$ cat src/ddc_pkg.sv
package ddc_pkg;

    localparam int ADDR_W = 16;
    localparam int BA_W   = 3;
    localparam int BANKS  = 8;

    // Address bit positions sampled with READ
    localparam int AP_BIT   = 10;
    localparam int CHOP_BIT = 12;
    localparam int COL_LOW  = 2;

    // Burst lengths in clock cycles (two data beats per clock)
    localparam logic [2:0] BL8_CYCLES = 3'h4;
    localparam logic [2:0] BC4_CYCLES = 3'h2;

    // Internal operation windows, in clock cycles
    localparam logic [3:0]  TRP_CYCLES    = 4'h6;
    localparam logic [7:0]  TRFC_CYCLES   = 8'h2C;
    localparam int          TZQCS_CYCLES  = 64;
    localparam int          TZQOPER_CYCLES = 256;
    localparam int          TZQINIT_CYCLES = 512;

    localparam logic [9:0]  ZQCS_COUNT   = 10'(TZQCS_CYCLES);
    localparam logic [9:0]  ZQOPER_COUNT = 10'(TZQOPER_CYCLES);
    localparam logic [9:0]  ZQINIT_COUNT = 10'(TZQINIT_CYCLES);

    localparam logic [BANKS-1:0]  BANKS_CLOSED = 8'h00;
    localparam logic [ADDR_W-1:0] ROW_RESET    = 16'h0000;

    typedef enum logic [3:0] {
        ddc_cmd_des, ddc_cmd_nop, ddc_cmd_act, ddc_cmd_read, ddc_cmd_write, ddc_cmd_pre,
        ddc_cmd_ref, ddc_cmd_zqcl, ddc_cmd_zqcs, ddc_cmd_mrs
    } ddc_cmd_t;

    typedef enum logic [3:0] {
        ddc_st_idle, ddc_st_active, ddc_st_precharging, ddc_st_refreshing,
        ddc_st_act_pd, ddc_st_pd, ddc_st_pre_pd, ddc_st_self_refresh
    } ddc_state_t;

    typedef struct packed {
        logic              cs_n;
        logic              ras_n;
        logic              cas_n;
        logic              we_n;
        logic [BA_W-1:0]   ba;
        logic [ADDR_W-1:0] addr;
    } ddc_bus_t;

    typedef struct packed {
        logic [BA_W-1:0]   bank;
        logic [ADDR_W-1:0] row;
        logic [11:0]       column;
        logic [2:0]        start;
        logic              auto_pre;
        logic              chop;
    } ddc_read_t;

endpackage

$ cat src/ddc_zq_engine.sv
`timescale 1ns/1ps
module ddc_zq_engine (
    input  wire logic clock,
    input  wire logic reset_n,
    input  wire logic start_long,
    input  wire logic start_short,
    input  wire logic init_done,
    output logic      busy,
    output logic      update
);
    logic [9:0] count;
    logic [9:0] next_count;

    // Long calibration window depends on whether initialization has finished
    assign next_count = start_long  ? (init_done ? ddc_pkg::ZQOPER_COUNT : ddc_pkg::ZQINIT_COUNT) :
                        start_short ? ddc_pkg::ZQCS_COUNT :
                        (count != 10'h000) ? 10'(count - 10'h001) : 10'h000;

    always_ff @(posedge clock or negedge reset_n) begin
        if (!reset_n) begin
            count   <= 10'h000;
            busy    <= 1'b0;
            update  <= 1'b0;
        end else begin
            count   <= next_count;
            busy    <= next_count != 10'h000;
            update  <= (count == 10'h001) && !start_long && !start_short;
        end
    end
endmodule

$ cat src/ddc_cke_decode.sv
`timescale 1ns/1ps
// Operation
// Stay in power-down or self refresh while CKE low; exit on rise with DES/NOP. Self refresh exit here ignores the command; CKE high alone ends it.
// CKE fall with DES/NOP enters active, plain or precharge power-down by state.
// Self refresh entered only by CKE fall with REFRESH from idle.
// Controller issues only listed state, CKE and command combinations.
// Controller holds CKE at each new level for the minimum registration edges.
// ODT has no effect on CKE state transitions.
// CS# high accepts no command; running operations continue.
// NOP registers nothing and leaves running operations untouched.
// ZQCL starts calibration and updates driver and termination at completion.
// Controller waits init or operating long-calibration time after ZQCL.
// ZQCS runs a short calibration finishing within 64 cycles.
// ACTIVATE opens the addressed row in bank BA until PRECHARGE.
// Controller precharges a bank before opening another row there.
// READ takes starting column from A[2:0].
// A10 high with READ precharges the row at burst end.
// With on-the-fly enabled, A12 low chops to four, high gives eight.
// A registered READ burst runs to completion uninterrupted.
// READ decoded with CKE high twice, CS# low, RAS# high, CAS# low, WE# high.
// Commands decode from CS#, RAS#, CAS#, WE#, CKE at the rising edge.
// Self refresh exit needs no clock history; CKE high alone ends it.
// No internal refresh runs in power-down.
module ddc_cke_decode (
    input  wire logic                          clock,
    input  wire logic                          reset_n,
    input  wire logic                          cke,
    input  wire ddc_pkg::ddc_bus_t             bus,
    input  wire logic                          odt,
    input  wire logic                          otf_enable,
    input  wire logic                          fixed_chop,
    input  wire logic                          init_done,
    output ddc_pkg::ddc_state_t                power_state,
    output logic [ddc_pkg::BANKS-1:0]          bank_open,
    output logic                               read_start,
    output ddc_pkg::ddc_read_t                 read_info,
    output logic                               burst_active,
    output logic                               self_refresh_run,
    output logic                               zq_busy,
    output logic                               zq_update
);
    ddc_pkg::ddc_state_t state;
    ddc_pkg::ddc_state_t next_state;
    logic                       cke_prev;
    logic [ddc_pkg::ADDR_W-1:0] row [ddc_pkg::BANKS];
    logic [2:0]                 burst_cnt;
    logic [3:0]                 prech_cnt;
    logic [7:0]                 ref_cnt;
    logic                       ap_pend;
    logic [ddc_pkg::BA_W-1:0]   ap_bank;

    function automatic ddc_pkg::ddc_cmd_t ddc_decode(input ddc_pkg::ddc_bus_t b);
        logic [2:0] code;
        code = {b.ras_n, b.cas_n, b.we_n};
        if (b.cs_n)
            return ddc_pkg::ddc_cmd_des;
        unique case (code)
            3'h7: return ddc_pkg::ddc_cmd_nop;
            3'h3: return ddc_pkg::ddc_cmd_act;
            3'h5: return ddc_pkg::ddc_cmd_read;
            3'h4: return ddc_pkg::ddc_cmd_write;
            3'h2: return ddc_pkg::ddc_cmd_pre;
            3'h1: return ddc_pkg::ddc_cmd_ref;
            3'h6: return b.addr[ddc_pkg::AP_BIT] ? ddc_pkg::ddc_cmd_zqcl : ddc_pkg::ddc_cmd_zqcs;
            default: return ddc_pkg::ddc_cmd_mrs;
        endcase
    endfunction

    // Decode is purely from the sampled bus and CKE; odt is never looked at
    wire ddc_pkg::ddc_cmd_t cmd = ddc_decode(bus);
    wire quiet      = (cmd == ddc_pkg::ddc_cmd_des) || (cmd == ddc_pkg::ddc_cmd_nop);
    wire cke_hold   = cke_prev && cke;
    wire cke_fall   = cke_prev && !cke;
    wire cke_rise   = !cke_prev && cke;
    wire in_sleep   = (state == ddc_pkg::ddc_st_act_pd) || (state == ddc_pkg::ddc_st_pd) ||
                      (state == ddc_pkg::ddc_st_pre_pd) || (state == ddc_pkg::ddc_st_self_refresh);
    wire awake      = !in_sleep;
    wire is_idle    = (state == ddc_pkg::ddc_st_idle);
    wire can_bank   = is_idle || (state == ddc_pkg::ddc_st_active);
    wire reading    = burst_cnt != 3'h0;
    wire take       = awake && cke_hold;
    wire sel_open   = bank_open[bus.ba];
    wire do_act     = take && (cmd == ddc_pkg::ddc_cmd_act) && can_bank && !sel_open;
    wire do_read    = take && (cmd == ddc_pkg::ddc_cmd_read) && sel_open && !reading;
    wire do_pre     = take && (cmd == ddc_pkg::ddc_cmd_pre) && (can_bank ||
                      state == ddc_pkg::ddc_st_precharging);
    wire pre_all    = bus.addr[ddc_pkg::AP_BIT];
    wire do_ref     = take && (cmd == ddc_pkg::ddc_cmd_ref) && is_idle && !reading;
    wire do_sre     = awake && cke_fall && (cmd == ddc_pkg::ddc_cmd_ref) && is_idle
                      && !reading && !ap_pend;
    wire do_zql     = take && (cmd == ddc_pkg::ddc_cmd_zqcl) && is_idle;
    wire do_zqs     = take && (cmd == ddc_pkg::ddc_cmd_zqcs) && is_idle;
    wire chop       = otf_enable ? !bus.addr[ddc_pkg::CHOP_BIT] : fixed_chop;
    wire burst_end  = burst_cnt == 3'h1;
    wire ap_close   = burst_end && ap_pend;
    wire [ddc_pkg::BANKS-1:0] act_mask = do_act ? ddc_pkg::BANKS'(1) << bus.ba : ddc_pkg::BANKS_CLOSED;
    wire [ddc_pkg::BANKS-1:0] pre_mask = do_pre ? (pre_all ? ~ddc_pkg::BANKS_CLOSED :
                                          ddc_pkg::BANKS'(1) << bus.ba) : ddc_pkg::BANKS_CLOSED;
    wire [ddc_pkg::BANKS-1:0] ap_mask  = ap_close ? ddc_pkg::BANKS'(1) << ap_bank : ddc_pkg::BANKS_CLOSED;
    wire [ddc_pkg::BANKS-1:0] next_open = (bank_open | act_mask) & ~pre_mask & ~ap_mask;
    wire ddc_pkg::ddc_state_t wake_state = (next_open != ddc_pkg::BANKS_CLOSED) ? ddc_pkg::ddc_st_active :
                                 (prech_cnt > 4'h1) ? ddc_pkg::ddc_st_precharging : ddc_pkg::ddc_st_idle;
    wire [2:0] next_burst = do_read ? (chop ? ddc_pkg::BC4_CYCLES : ddc_pkg::BL8_CYCLES) :
                            reading ? 3'(burst_cnt - 3'h1) : 3'h0;
    wire [3:0] next_prech = (do_pre || ap_close) ? ddc_pkg::TRP_CYCLES :
                            (prech_cnt != 4'h0) ? 4'(prech_cnt - 4'h1) : 4'h0;
    wire [7:0] next_ref   = do_ref ? ddc_pkg::TRFC_CYCLES :
                            (ref_cnt != 8'h00) ? 8'(ref_cnt - 8'h01) : 8'h00;

    always_comb begin
        next_state = state;
        unique case (state)
            ddc_pkg::ddc_st_act_pd, ddc_pkg::ddc_st_pd, ddc_pkg::ddc_st_pre_pd: begin
                if (cke_rise && quiet)
                    next_state = wake_state;
            end
            ddc_pkg::ddc_st_self_refresh: begin
                if (cke)
                    next_state = ddc_pkg::ddc_st_idle;
            end
            default: begin
                if (do_sre)
                    next_state = ddc_pkg::ddc_st_self_refresh;
                else if (awake && cke_fall && quiet) begin
                    if (reading || state == ddc_pkg::ddc_st_precharging)
                        next_state = ddc_pkg::ddc_st_pd;
                    else if (state == ddc_pkg::ddc_st_active)
                        next_state = ddc_pkg::ddc_st_act_pd;
                    else
                        next_state = ddc_pkg::ddc_st_pre_pd;
                end else if (do_ref)
                    next_state = ddc_pkg::ddc_st_refreshing;
                else if (do_pre)
                    next_state = ddc_pkg::ddc_st_precharging;
                else if (state == ddc_pkg::ddc_st_refreshing && ref_cnt > 8'h01)
                    next_state = ddc_pkg::ddc_st_refreshing;
                else if (state == ddc_pkg::ddc_st_precharging && prech_cnt > 4'h1)
                    next_state = ddc_pkg::ddc_st_precharging;
                else
                    next_state = (next_open != ddc_pkg::BANKS_CLOSED) ? ddc_pkg::ddc_st_active :
                                 (next_prech > 4'h1) ? ddc_pkg::ddc_st_precharging : ddc_pkg::ddc_st_idle;
            end
        endcase
    end

    always_ff @(posedge clock or negedge reset_n) begin
        if (!reset_n) begin
            state     <= ddc_pkg::ddc_st_idle;
            cke_prev  <= 1'b0;
            bank_open <= ddc_pkg::BANKS_CLOSED;
            burst_cnt <= 3'h0;
            prech_cnt <= 4'h0;
            ref_cnt   <= 8'h00;
            ap_pend   <= 1'b0;
            ap_bank   <= '0;
        end else begin
            state     <= next_state;
            cke_prev  <= cke;
            bank_open <= next_open;
            burst_cnt <= next_burst;
            prech_cnt <= next_prech;
            ref_cnt   <= next_ref;
            ap_pend   <= do_read ? bus.addr[ddc_pkg::AP_BIT] : (burst_end ? 1'b0 : ap_pend);
            ap_bank   <= do_read ? bus.ba : ap_bank;
        end
    end

    for (genvar g = 0; g < ddc_pkg::BANKS; g++) begin : g_row
        always_ff @(posedge clock or negedge reset_n) begin
            if (!reset_n)
                row[g] <= ddc_pkg::ROW_RESET;
            else if (do_act && bus.ba == ddc_pkg::BA_W'(g))
                row[g] <= bus.addr;
        end
    end

    always_ff @(posedge clock or negedge reset_n) begin
        if (!reset_n) begin
            power_state      <= ddc_pkg::ddc_st_idle;
            read_start       <= 1'b0;
            read_info        <= '0;
            burst_active     <= 1'b0;
            self_refresh_run <= 1'b0;
        end else begin
            power_state      <= next_state;
            read_start       <= do_read;
            burst_active     <= next_burst != 3'h0;
            self_refresh_run <= next_state == ddc_pkg::ddc_st_self_refresh;
            if (do_read) begin
                read_info.bank     <= bus.ba;
                read_info.row      <= row[bus.ba];
                read_info.column   <= {bus.addr[11], bus.addr[9:0], 1'b0} >> 1;
                read_info.start    <= bus.addr[ddc_pkg::COL_LOW:0];
                read_info.auto_pre <= bus.addr[ddc_pkg::AP_BIT];
                read_info.chop     <= chop;
            end
        end
    end

    ddc_zq_engine u_zq (
        .clock       (clock),
        .reset_n     (reset_n),
        .start_long  (do_zql),
        .start_short (do_zqs),
        .init_done   (init_done),
        .busy        (zq_busy),
        .update      (zq_update)
    );
endmodule

$ cat config.mk
export PLATFORM = sky130hd
export DESIGN_NAME = ddc_cke_decode
export DESIGN_NICKNAME = d
export VERILOG_FILES = /design/src/ddc_pkg.sv /design/src/ddc_zq_engine.sv /design/src/ddc_cke_decode.sv
export SDC_FILE = /design/constraint.sdc
export NUM_CORES = 1
export LEC_CHECK = 0
export BUFFER_PORTS_ARGS = -buffer_cell sky130_fd_sc_hd__buf_4
export CAP_MARGIN = 5
export CORE_MARGIN = 2
export CORE_UTILIZATION = 60
export DETAILED_ROUTE_END_ITERATION = 7
export GPL_TIMING_DRIVEN = 0
export PLACE_DENSITY = 0.82
export SKIP_CTS_REPAIR_TIMING = 1
export SLEW_MARGIN = 20
export SYNTH_ARGS = -nofsm -noshare
export SYNTH_HDL_FRONTEND = slang
export SYNTH_HIERARCHICAL = 1
export SYNTH_SLANG_ARGS = --single-unit
$ cat constraint.sdc
create_clock -name clock -period 2.8 [get_ports clock]
set_input_delay 0.56 -clock clock [delete_from_list [all_inputs] [get_ports clock]]
set_output_delay 0.56 -clock clock [all_outputs]
set_load 0.005 [all_outputs]
-- Yosys cells after proc, flatten, opt, wreduce, memory -nomap -nowiden
Cells that the tools add are included.
W data, S select, Z words.
- $add $sub $neg: 4
- eq/ne operators: 31
- order comparisons: 5
- shifts and indexed selects: 2
- muxes and demuxes: 43
- reduce and logical (&&, ||, !) cells: 68
- bitwise gates (word level): 6
- operators with widths (operator ; count):
    $bmux W16 S3 ; 1
    $mux W8 ; 6
    $mux W10 ; 4
    $logic_and A1 B1 Y1 ; 39
    $mux W4 ; 9
    $eq A4 B3 Y1 const B ; 8
    $mux W16 ; 2
    $pmux W4 S7 ; 1
    $eq A3 B3 Y1 const B ; 8
    $mux W2 ; 10
    $reduce_bool A10 Y1 ; 2
    $and A8 B8 Y8 ; 2
    $eq A4 B2 Y1 const B ; 4
    $not A8 Y8 ; 2
    $reduce_bool A8 Y1 ; 2
    $shl A1 B3 Y8 const A ; 2
    $eq A3 B2 Y1 const B ; 4
    $eq A10 B1 Y1 const B ; 1
    $sub A10 B1 Y10 const B ; 1
    $eq A3 B1 Y1 const B ; 3
    $logic_not A1 Y1 ; 9
    $mux W3 ; 3
    $eq A4 B1 Y1 const B ; 2
    $gt A4 B1 Y1 const B ; 2
    19 further kinds ; 32
- output and inout port bits: 53
- bits in registers: 207

-- Depth between registers and ports, before layout
- depth in word-level cells: 23
- gate-level depth with buffers: 10
- gate-level depth less buffers: 9

-- Hierarchy
Netlist, hierarchy kept.
- modules (own cells, without submodules) (module ; cells an instance ; times used ; area each (µm²) ; seq. area each (µm²)):
    ddc_cke_decode ; 671 ; 1 ; 8964.8 ; 4804.6
    ddc_zq_engine ; 66 ; 1 ; 673.1 ; 300.3

-- Worst setup path before layout
Ideal clock, no wire load.
- path type: register to register
- start point: register power_state[3] (netlist name)
- end point: register u_zq.busy
- library setup time: 139 ps
- cell stages (with the launch flop): 8
- setup slack: 190 ps
- period minus slack after synthesis: 2610 ps
- arrival time: 2471 ps
- cell sequence: dfrtp_1 or3_1 nor4b_1 nor3b_1 inv_1 a221oi_1 a311oi_1 or4_1
- RTL lines (element ; line ; RTL):
    end signal, assigned ; ddc_zq_engine.sv:22 ; busy <= 1'b0;
    end signal, assigned ; ddc_zq_engine.sv:26 ; busy <= next_count != 10'h000;
    end, declared ; ddc_zq_engine.sv:8 ; output logic busy,

==> impl_metrics.ini <==
[timing]
setup_ws_ns = -0.000519
max_clock_freq_ghz = 0.357
finalCritPeriodShare_pct = 100
final-max-slew-violation-count = 0
worst_slew_pin_slew_ns = 0.928
holdWs_ns = 0.234
relSlewSlack_pct = 38.1
setup_viol = 1
clock_skew_ns = 0.0163
hold_viol = 0
fin_crit_ns = 2.80
rsz0062_at_grt = yes

[global_route]
grt_pass1_wl_um = 36800
grt_max_degree = 96
overflow = 0
grt_pass1_vias = 6977
grt_antenna_before_repair = 0
grtUsageTotal_pct = 28.1

[job]
cap_violations = 0

[layout]
nets = 893
design_area_sq_mm = 0.0115
syn_to_final_growth_pct = 19.7
drive_gt1_share_pct = 40.7
num_antenna_cells = 0
final_cells = 1089

[synthesis]
synth_ff_type = dfrtp_1
synth_area_leaders = dfrtp_1, mux2_2, mux4_2
yosysSeqAreaShare_pct = 53.0
synth_top_cell_area_share_pct = 53.0
synth_warnings = 6
synth_most_common_cell = dfrtp_1
synth_cell_types = 76
synth-edff-count = 0
synth_commonest_cells = dfrtp_1, mux2_2, nand2_1
synth_top_area_cell = dfrtp_1
synth_cells = 737
avgSynthCellArea_sq_um = 13.1
synthArstFlopShare_pct = 100
syn_area_sq_mm = 0.00964
yosys_register_bits = 204

[hold_path]
hold_path.class = in2reg
hold_start = cke
holdPathStages = 1
min_to = cke_prev

[die]
start_util_pct = 61.1
die_h_um = 131
die_w_um = 131
ios = 83
core-area_sq_mm = 0.0158
rows = 46
dieArea_sq_mm = 0.0171

[place]
place_area_sq_mm = 0.0106
gp_congestion = 0.945
hpwl_um = 15200
place_inst = 1035
io_buffers = 79

[drt]
num_vias = 6805
first_pass_iters = 5
drt.antenna.violating_nets = 0
routed_wl_um = 24100
wire_per_inst_um = 22.1
drc_errors = 0
viasPerCell = 6.25
drt-initial-drc-count = 715

[setup_path]
crit_chain = or3_1 -> nor4b_2 -> nor3b_4 -> inv_1 -> a221oi_1 -> a311oi_1 -> or4_1
crit_arrival_ns = 3.17
cp_max_fo = 9
start_kind = flip-flop
critPathCaptureType = flip-flop
rrSetupSlack_ns = -0.0005
critPathSlowestCell = or4_1
worstSetupPathType = reg2reg
rr_worst_depth = 7
r2r-start = power_state[0]
r2r_end = u_zq/busy
startpoint = power_state[0]
slowest_delay_ns = 0.58
cp.required_ns = 3.17

[clock_network]
cts.sinks = 204
path_clk_slew_ns = 0.06
clock_path_buffers = 3
clk_latency_ns = 0.51
cts_buffers = 22
cts_tree = built
h-tree-depth = 1
root_buffer = clkbuf_16

[power_and_ir_drop]
ir_worst_vdd_mv = 0.503
power_uw = 7570
p_leak_uw = 0.00557
powerDensity_mw_per_mm2 = 656

[outcome]
violations = setup timing
status = complete, but fails checks
==> per-layer routing <==
| layer | track usage [%] | share of wire (%) | routed length (um) |
|---|---|---|---|
| met5 | 0 | 0 | 0 |
| met1 | 37.1 | 40 | 9610 |
| met3 | 4.36 | 6.4 | 1550 |
| met4 | 9.95 | 3.3 | 792 |
| met2 | 47.9 | 50 | 12100 |
==> report_power, final <==
part           total, uW  leakage, uW  internal, uW  switching [uW]
clock               3060     0.000376          1870            1190
combinational       1100      0.00242           502             601
sequential          3410      0.00277          3170             241
==> metrics by stage <==
stage | worst slack (ns) | util (%) | TNS, ns
3_3_place_gp | -0.326 | 66.6 | -18.05
5_1_grt | -0.103 | 73.1 | -0.950
6_report | -0.000519 | 73.1 | -0.000519
2_1_floorplan | 0.190 | - | 0
4_1_cts | -0.399 | 72.0 | -9.90
3_5_place_dp | -0.380 | 67.0 | -22.50
==> layout by cell type (no fill, tap or decap), drive strengths merged, types with 17 or more instances in the layout <==
cell type / count
dfrtp: 204
mux2: 128
buf: 124
nand2: 82
clkbuf: 39
mux4: 32
nor2: 28
o21ai: 25
mux2i: 20
nor3: 17
==> flip-flops by register name, summed over array words and instances (netlist names), 3 cells and up <==
register,cells
bank_open,8
prech_cnt,4
power_state,4
row,128
read_info,29
ap_bank,3
burst_cnt,3
u_zq/count,10
ref_cnt,8
==> worst max-delay path by stage <==
stage	endpoint	slack [ns]	depth (start not counted)
6_report	u_zq/busy	-0.0005	7
5_1_grt	u_zq/busy	-0.10	7
4_1_cts	read_info[12]	-0.40	9
3_5_place_dp	read_info[12]	-0.38	9
3_3_place_gp	row[6]	-0.33	7
2_1_floorplan	u_zq/busy	0.19	7
==> worst max-delay path: cells and delay by family, from the launching register on <==
family          cells  cell delay, ns
simple gates        4            1.69
compound gates      2            0.40
flops               1            0.47
buf+inv             1            0.12
==> kinds of logic after synthesis <==
group | share of synthesized area, %
muxes | 24.5
other | 0.0389
buffers and inverters | 2.48
DFF | 53.0
and+or+nand+nor | 11.2
xor gates and xnor gates | 0.636
adders and majority gates | 0.779
AOI/OAI and AO/OA | 7.44
==> cell type report <==
cell class / instances / area (sq um)
buffer: 38 / 201
inverter: 13 / 48.8
multi-input combinational: 483 / 4360
clock buffer: 31 / 676
sequential: 204 / 5100
tap: 216 / 270
clock inverter: 9 / 105
timing repair buffer: 95 / 763
fill: 994 / 4240
(Power assumes the default switching activity.)
